==> src/hdl/acr_pkg.sv <==
package acr_pkg;

  // ****************************************************************
  // Register offsets
  // ****************************************************************
  localparam logic [11:0] OFS_CTRL_ONE  = 12'h000;
  localparam logic [11:0] OFS_CTRL_TWO  = 12'h004;
  localparam logic [11:0] OFS_RES_HIGH  = 12'h008;
  localparam logic [11:0] OFS_RES_LOW   = 12'h00c;
  localparam logic [11:0] OFS_CMP_HIGH  = 12'h010;
  localparam logic [11:0] OFS_CMP_LOW   = 12'h014;
  localparam logic [11:0] OFS_CONFIG    = 12'h018;

  // ****************************************************************
  // Field positions
  // ****************************************************************
  localparam int BIT_DONE_FLAG   = 7;
  localparam int BIT_IRQ_EN      = 6;
  localparam int BIT_CONT_EN     = 5;
  localparam int BIT_ACTIVE      = 7;
  localparam int BIT_TRIG_SEL    = 6;
  localparam int BIT_CMP_EN      = 5;
  localparam int BIT_CMP_GE      = 4;

  // ****************************************************************
  // Values after reset and codes
  // ****************************************************************
  localparam logic [4:0] CHAN_OFF       = 5'h1f;
  localparam logic [4:0] CHAN_RESERVED  = 5'h1c;
  localparam logic [4:0] CHAN_REF_HIGH  = 5'h1d;
  localparam logic [4:0] CHAN_REF_LOW   = 5'h1e;
  localparam logic [4:0] CHAN_LAST_EXT  = 5'h1b;
  localparam logic [7:0] RST_CTRL_ONE   = 8'h1f;
  localparam logic [7:0] RST_BYTE       = 8'h00;
  localparam logic [1:0] RST_MODE       = 2'h0;

  typedef enum logic [1:0] {
    ACR_MODE_8  = 2'h0,
    ACR_MODE_12 = 2'h1,
    ACR_MODE_10 = 2'h2
  } acr_res_e;

  typedef enum {
    ACR_IDLE,
    ACR_CONV
  } acr_state_e;

endpackage

==> src/hdl/acr_top.sv <==
// The APB interface to the registers and the register offsets were left to the implementer.
`timescale 1ns/100ps
`default_nettype none

module acr_top
  import acr_pkg::*;
(
  // Clock and reset.
  input  wire logic        clock,
  input  wire logic        arst_n,
  // APB slave.
  input  wire logic        psel,
  input  wire logic        penable,
  input  wire logic        pwrite,
  input  wire logic [11:0] paddr,
  input  wire logic [31:0] pwdata,
  output logic      [31:0] prdata,
  output logic             pready,
  output logic             pslverr,
  // Hardware trigger pin.
  input  wire logic        hw_trigger_in,
  // Analog core.
  output logic             conv_start,
  output logic             conv_abort,
  output logic             conv_power_on,
  output logic      [4:0]  conv_channel,
  output logic      [1:0]  conv_resolution,
  input  wire logic        conv_end,
  input  wire logic [11:0] conv_data,
  // Interrupt.
  output logic             conv_done_irq
);

  // ****************************************************************
  // Registers
  // ****************************************************************
  logic [7:0]  ctrl_one_q;
  logic [7:0]  ctrl_two_q;
  logic [7:0]  cmp_high_q;
  logic [7:0]  cmp_low_q;
  logic [1:0]  mode_q;
  logic [11:0] result_q;
  logic        done_q;
  logic        active_q;
  logic        lock_q;
  logic        cont_run_q;
  logic        irq_q;
  logic [2:0]  trig_sync_q;
  logic [31:0] prdata_q;
  acr_state_e  state_q;

  // ****************************************************************
  // Bus decode
  // ****************************************************************
  wire acc      = psel & penable;
  wire wr       = acc & pwrite;
  wire rd       = acc & ~pwrite;
  wire hit_one  = (paddr == OFS_CTRL_ONE);
  wire hit_two  = (paddr == OFS_CTRL_TWO);
  wire hit_rh   = (paddr == OFS_RES_HIGH);
  wire hit_rl   = (paddr == OFS_RES_LOW);
  wire hit_ch   = (paddr == OFS_CMP_HIGH);
  wire hit_cl   = (paddr == OFS_CMP_LOW);
  wire hit_cfg  = (paddr == OFS_CONFIG);
  wire hit_any  = hit_one | hit_two | hit_rh | hit_rl | hit_ch | hit_cl | hit_cfg;
  wire wr_one   = wr & hit_one;
  wire rd_high  = rd & hit_rh;
  wire rd_low   = rd & hit_rl;
  wire wr_two   = wr & hit_two;
  wire wr_ch    = wr & hit_ch;
  wire wr_cl    = wr & hit_cl;
  wire wr_cfg   = wr & hit_cfg;
  // Read data is taken in the setup cycle, so outside 8-bit mode a high byte read stops loads from then on until the low byte is read.
  wire rd_high_setup = psel & ~pwrite & hit_rh;

  assign pready  = 1'b1;
  assign pslverr = acc & ~hit_any;
  assign prdata  = prdata_q;

  // ****************************************************************
  // Field views
  // ****************************************************************
  wire [4:0] channel_select    = ctrl_one_q[4:0];
  wire       done_irq_enable   = ctrl_one_q[BIT_IRQ_EN];
  wire       continuous_enable = ctrl_one_q[BIT_CONT_EN];
  wire       trigger_select    = ctrl_two_q[BIT_TRIG_SEL];
  wire       compare_enable    = ctrl_two_q[BIT_CMP_EN];
  wire       compare_ge_select = ctrl_two_q[BIT_CMP_GE];
  wire [4:0] new_channel       = pwdata[4:0];

  // Masks the upper bits away according to resolution.
  function automatic logic [11:0] fit_width(input logic [11:0] v, input logic [1:0] m);
    logic [11:0] r;
    r = v;
    if (m == ACR_MODE_10) begin
      r[11:10] = 2'h0;
    end else if (m != ACR_MODE_12) begin
      r[11:8] = 4'h0;
    end
    return r;
  endfunction

  // ****************************************************************
  // Compare
  // ****************************************************************
  // High compare use.
  wire [11:0] cmp_value  = fit_width({cmp_high_q[3:0], cmp_low_q}, mode_q);
  wire [11:0] conv_value = fit_width(conv_data, mode_q);
  wire        is_below   = conv_value < cmp_value;
  wire        cmp_true   = compare_ge_select ? ~is_below : is_below;
  wire        event_ok   = ~compare_enable | cmp_true;
  wire [11:0] diff       = fit_width(12'(conv_value - cmp_value), mode_q);
  wire [11:0] load_value = compare_enable ? diff : conv_value;

  // ****************************************************************
  // Conversion sequencing
  // ****************************************************************
  // Trigger pin crosses in from outside, so two stages precede the edge detect.
  wire trig_rise = trig_sync_q[1] & ~trig_sync_q[2];
  wire chan_ok   = (channel_select != CHAN_OFF) && (channel_select != CHAN_RESERVED);
  wire new_ok    = (new_channel != CHAN_OFF);
  wire sw_start  = wr_one & ~trigger_select & new_ok;
  // A write to control one in the same cycle wins over a pin edge, so the abort sticks.
  wire hw_start  = trig_rise & trigger_select & chan_ok & (state_q == ACR_IDLE) & ~cont_run_q & ~wr_one;
  wire done_now  = (state_q == ACR_CONV) & conv_end & ~wr_one;
  wire restart   = done_now & continuous_enable & chan_ok;
  wire start     = sw_start | hw_start | restart;
  wire can_load  = ~(lock_q | rd_high_setup) | (mode_q == ACR_MODE_8);
  wire load      = done_now & event_ok & can_load;

  assign conv_start      = start;
  assign conv_abort      = wr_one & (state_q == ACR_CONV);
  assign conv_power_on   = (state_q == ACR_CONV) & chan_ok;
  assign conv_channel    = channel_select;
  assign conv_resolution = mode_q;
  assign conv_done_irq   = irq_q;

  always_ff @(posedge clock or negedge arst_n) begin
    if (!arst_n) begin
      state_q <= ACR_IDLE;
    end else begin
      case (state_q)
        ACR_IDLE: begin
          if (start) begin
            state_q <= ACR_CONV;
          end
        end
        ACR_CONV: begin
          if (wr_one && !sw_start) begin
            state_q <= ACR_IDLE;
          end else if (done_now && !restart) begin
            state_q <= ACR_IDLE;
          end
        end
        default: begin
          state_q <= ACR_IDLE;
        end
      endcase
    end
  end

  always_ff @(posedge clock or negedge arst_n) begin
    if (!arst_n) begin
      active_q <= 1'b0;
    end else if (start) begin
      active_q <= 1'b1;
    end else if (done_now || conv_abort) begin
      active_q <= 1'b0;
    end
  end

  // Remembers a continuous run armed by the hardware trigger.
  always_ff @(posedge clock or negedge arst_n) begin
    if (!arst_n) begin
      cont_run_q <= 1'b0;
    end else if (wr_one) begin
      cont_run_q <= 1'b0;
    end else if (hw_start && continuous_enable) begin
      cont_run_q <= 1'b1;
    end
  end

  always_ff @(posedge clock or negedge arst_n) begin
    if (!arst_n) begin
      trig_sync_q <= 3'h0;
    end else begin
      trig_sync_q <= {trig_sync_q[1:0], hw_trigger_in};
    end
  end

  // ****************************************************************
  // Status, result and interrupt
  // ****************************************************************
  // Done flag set.
  // Done flag clear; a completion in the same cycle as a read wins.
  wire done_set = done_now & event_ok;
  always_ff @(posedge clock or negedge arst_n) begin
    if (!arst_n) begin
      done_q <= 1'b0;
    end else if (done_set) begin
      done_q <= 1'b1;
    end else if (wr_one || rd_low) begin
      done_q <= 1'b0;
    end
  end

  always_ff @(posedge clock or negedge arst_n) begin
    if (!arst_n) begin
      irq_q <= 1'b0;
    end else begin
      irq_q <= (done_q | done_set) & ~(wr_one | (rd_low & ~done_set)) & done_irq_enable;
    end
  end

  always_ff @(posedge clock or negedge arst_n) begin
    if (!arst_n) begin
      result_q <= 12'h000;
    end else if (load) begin
      result_q <= load_value;
    end
  end

  always_ff @(posedge clock or negedge arst_n) begin
    if (!arst_n) begin
      lock_q <= 1'b0;
    end else if (rd_low) begin
      lock_q <= 1'b0;
    end else if (rd_high && mode_q != ACR_MODE_8) begin
      lock_q <= 1'b1;
    end
  end

  // ****************************************************************
  // Register writes
  // ****************************************************************
  // Bit 7 of control one reads back the done flag, so it is never stored.
  always_ff @(posedge clock or negedge arst_n) begin
    if (!arst_n) begin
      ctrl_one_q <= RST_CTRL_ONE;
    end else if (wr_one) begin
      ctrl_one_q <= {1'b0, pwdata[6:0]};
    end
  end

  always_ff @(posedge clock or negedge arst_n) begin
    if (!arst_n) begin
      ctrl_two_q <= RST_BYTE;
    end else if (wr_two) begin
      ctrl_two_q <= {1'b0, pwdata[6:4], 4'h0};
    end
  end

  always_ff @(posedge clock or negedge arst_n) begin
    if (!arst_n) begin
      cmp_high_q <= RST_BYTE;
    end else if (wr_ch) begin
      cmp_high_q <= {4'h0, pwdata[3:0]};
    end
  end

  always_ff @(posedge clock or negedge arst_n) begin
    if (!arst_n) begin
      cmp_low_q <= RST_BYTE;
    end else if (wr_cl) begin
      cmp_low_q <= pwdata[7:0];
    end
  end

  always_ff @(posedge clock or negedge arst_n) begin
    if (!arst_n) begin
      mode_q <= RST_MODE;
    end else if (wr_cfg) begin
      mode_q <= pwdata[3:2];
    end
  end

  // ****************************************************************
  // Read data
  // ****************************************************************
  // Unmapped addresses read as zero.
  function automatic logic [7:0] read_byte(
    input logic [11:0] a,
    input logic [7:0]  one,
    input logic [7:0]  two,
    input logic [7:0]  rh,
    input logic [7:0]  rl,
    input logic [7:0]  ch,
    input logic [7:0]  cl,
    input logic [7:0]  cfg
  );
    logic [7:0] b;
    if (a == OFS_CTRL_ONE) begin
      b = one;
    end else if (a == OFS_CTRL_TWO) begin
      b = two;
    end else if (a == OFS_RES_HIGH) begin
      b = rh;
    end else if (a == OFS_RES_LOW) begin
      b = rl;
    end else if (a == OFS_CMP_HIGH) begin
      b = ch;
    end else if (a == OFS_CMP_LOW) begin
      b = cl;
    end else if (a == OFS_CONFIG) begin
      b = cfg;
    end else begin
      b = 8'h00;
    end
    return b;
  endfunction

  wire [7:0] view_one = {done_q, ctrl_one_q[6:0]};
  wire [7:0] view_two = {active_q, ctrl_two_q[6:0]};
  wire [7:0] view_rh  = {4'h0, result_q[11:8]};
  wire [7:0] view_rl  = result_q[7:0];
  wire [7:0] view_cfg = {4'h0, mode_q, 2'h0};
  wire [7:0] rd_byte  = read_byte(paddr, view_one, view_two, view_rh, view_rl, cmp_high_q, cmp_low_q, view_cfg);

  always_ff @(posedge clock or negedge arst_n) begin
    if (!arst_n) begin
      prdata_q <= 32'h0000_0000;
    end else if (psel && !penable && !pwrite) begin
      prdata_q <= {24'h000000, rd_byte};
    end
  end

endmodule

`default_nettype wire

==> config.mk <==
export PLATFORM = sky130hd
export DESIGN_NAME = acr_top
export DESIGN_NICKNAME = d
export VERILOG_FILES = /design/src/hdl/acr_pkg.sv /design/src/hdl/acr_top.sv
export SDC_FILE = /design/constraint.sdc
export NUM_CORES = 1
export LEC_CHECK = 0
export ABC_AREA = 1
export BUFFER_PORTS_ARGS = -buffer_cell sky130_fd_sc_hd__buf_4
export CAP_MARGIN = 20
export CORE_MARGIN = 2
export CORE_UTILIZATION = 35
export CTS_BUF_LIST = sky130_fd_sc_hd__clkbuf_8
export CTS_CLUSTER_DIAMETER = 100
export DETAILED_ROUTE_END_ITERATION = 10
export PLACE_DENSITY = 0.6
export SYNTH_ARGS = -nofsm -noshare
export SYNTH_HDL_FRONTEND = slang
export SYNTH_SLANG_ARGS = --single-unit
==> constraint.sdc <==
create_clock -name clock -period 4.7 [get_ports clock]
set_input_delay 0.705 -clock clock [delete_from_list [all_inputs] [get_ports clock]]
set_output_delay 0.705 -clock clock [all_outputs]
set_load 0.1 [all_outputs]
==> results.cfg <==
[logic_synthesis]
synth_edf_count = 0
netlist_top_cells_count = nand2_1, inv_1, dfrtp_1
yosysMostFrequentCell = nand2_1
syn_inst = 550
ys_seq_area_share_pct = 34.6
synthTopCellsByArea = dfrtp_1, nand2_1, inv_1
netlist_area_um2 = 3850
ys.flop_type = dfrtp_1
ys.warnings.count = 0
yosysTopAreaCell = dfrtp_1
synth_area_per_cell_um2 = 7.00
ys_seq_elements = 53
synth_cell_types = 40
synth_top_area_share_pct = 31.2
async_flop_share_pct = 100

[setup_path]
r2r_slack_ns = 1.93
cp.arrival_ns = 2.21
path_class = in -> out
path_cells = buf_4, nor2_2, nand3_4, nor2_4, nand2_4, inv_6, nand2_8, inv_2, nand3_1, nand3_1, buf_4
cp-start-kind = input pin
cp_slowest_stage_delay_ns = 0.30
critPathSlowestCell = buf_4
required_ns = 3.99
cp-end-kind = primary output
worstPathMaxFanout = 19

[global_routing]
grt_max_degree = 54
gr-total-overflow = 0
grt_pass1_wl_um = 15100
grt_pass1_vias = 3314
antenna_found_initial = 0
track_usage_pct = 16.3

[detailed_routing]
dr.pass1.iters = 4
dr.first_iter.drc_count = 171
wire_per_inst_um = 12.6
viasPerCell = 4.65
drc = 0
num_vias = 3456
wl_um = 9360
postRouteAntennaNets = 0

[cts]
cts_buffers = 5
htree_levels = 2
clock_sinks = 53
postCtsHoldBufs = 0
clk_latency_ns = 0.30
cts_tree = yes
clock_path_buffers = 2
cts_root_buf = clkbuf_8
postCtsSetupBuffers = 0
cts_resized = 0
clk_pin_slew_worst_paths_ns = 0.09

[sta]
final.setup.tns_ns = 0
period_needed_ns = 2.91
tightest_slew_ns = 0.666
max_slew_margin_pct = 55.4
fin_skew_ns = 0.00787
rsz0062_at_grt = no
hold_violations = 0
fin_crit_sh_pct = 62.0
setup_slack_ns = 1.79
slew_violations = 0
fmax_mhz = 343
finalSetupViolations = 0

[layout]
multi_input_area_um2 = 2030
layout.nets = 678
drive_gt1_share_pct = 17.7
area_growth_pct = 14.4
antenna_cells = 0
regArea_um2 = 1330
fillers = 1133

[power]
swShare_pct = 33.8
intPower_uw = 695
seqPwrFrac_pct = 45.2
ir_worst_vdd_uv = 130
combPwrFrac_pct = 24.4
p_clk_share_pct = 30.4
power_leakage_nw = 2.35
power_density_nw_per_um2 = 238
netSwitchingPower_uw = 354

[die]
die-area_um2 = 11900
num_io_pins = 108
die_w_um = 109
placementRows = 38
die-height_um = 109
start_util_pct = 35.7
core_um2 = 10800

[place]
hpwl_um = 7680
port_buffers = 58
gp_congestion = 0.894
preCtsSetupSlack_ns = 1.79

[status]
status = complete, no violations

[min_path]
hold_class = reg -> reg

[job]
drv_cap = 0
## sequential cells by signal, indices dropped and copies added, names as in the netlist, 2 cells and up
| signal | cells |
|---|---|
| result_q | 12 |
| conv_resolution | 2 |
| cmp_high_q | 4 |
| ctrl_one_q | 7 |
| trig_sync_q | 3 |
| cmp_low_q | 8 |
| ctrl_two_q | 3 |
| prdata | 8 |
## cells in the final DEF (no fill, tap or decap), types with 2 or more instances in the layout
cell type | synthesis | final
a21boi_0 | 4 | 4
nand3_4 | 2 | 2
nand3_1 | 37 | 37
nor2_2 | 3 | 3
nand4_1 | 5 | 5
dfrtp_1 | 48 | 48
buf_4 | 30 | 58
inv_1 | 78 | 79
o2111ai_1 | 3 | 3
nor2_4 | 6 | 6
nand3_2 | 3 | 3
a21oi_1 | 12 | 12
o21ai_0 | 33 | 33
nand2_1 | 175 | 175
nand2_2 | 5 | 5
nor3_1 | 3 | 3
nor2_1 | 41 | 41
o21ai_1 | 6 | 6
xnor2_1 | 2 | 2
clkbuf_8 | 0 | 6
or2_2 | 8 | 8
o211ai_1 | 4 | 4
conb_1 | 2 | 25
dfstp_2 | 5 | 5
ha_1 | 12 | 12
mux2i_1 | 2 | 2
nand2_4 | 3 | 3
## metal layers
| layer | part of all wire (%) | GRT usage (%) |
|---|---|---|
| met5 | 0 | 0 |
| met4 | 2.1 | 4.95 |
| met3 | 5.8 | 2.45 |
| met2 | 48 | 28.1 |
| met1 | 44 | 21.1 |
## critical path, delay by kind of cell
family / cells / cell delay (ns)
AND/OR/NAND/NOR: 7 / 0.87
buffers and inverters: 4 / 0.61
## cells by family after synthesis
kind of cell    count (synthesis)  synth area share (%)
xor+xnor                        3                 0.683
simple gates                  295                  35.0
compound gates                 64                  9.30
flops                          53                  34.6
other cells                     2                 0.195
buf+inv                       117                  14.9
fa+ha+maj                      13                  4.42
mux                             3                 0.812
## per-stage QoR
step	instances	instance area, um2	utilization, %	power (mW)	hold WS, ns
after global placement	735	4290	39.7	0.737	0.336
final	743	4410	40.8	1.05	0.357
after floorplan	573	3940	-	0.692	0.331
after global routing	743	4410	40.8	1.09	0.374
after detailed placement	735	4290	39.7	0.740	0.339
after CTS	743	4410	40.8	1.06	0.362
## power by group through the flow
stage	logic, mW	clock network [mW]	registers (mW)
2_1_floorplan	0.170	0	0.521
3_3_place_gp	0.255	0	0.483
3_5_place_dp	0.257	0	0.483
4_1_cts	0.257	0.326	0.475
5_1_grt	0.274	0.343	0.476
6_report	0.256	0.319	0.474
## worst paths after layout
kind                               startpoint             end  cells after the start
setup / recovery                     paddr[9]      conv_start                     11
hold / removal                 trig_sync_q[0]  trig_sync_q[1]                      0
setup reg to reg           conv_resolution[0]     result_q[8]                     18
hold reg to reg                trig_sync_q[0]  trig_sync_q[1]                      0
max in group asynchronous              arst_n     result_q[7]                      1
min in group asynchronous              arst_n  trig_sync_q[1]                      1
## cell type report
cell class / instances / area share, %
clock buffer: 6 / 1.87
sequential: 53 / 30.2
clock inverter: 2 / 0.767
inverter: 81 / 7.07
multi-input combinational: 403 / 46.2
tap: 140 / 3.98
timing repair buffer: 58 / 9.88
No activity file was read; power rests on OpenSTA's default activity.
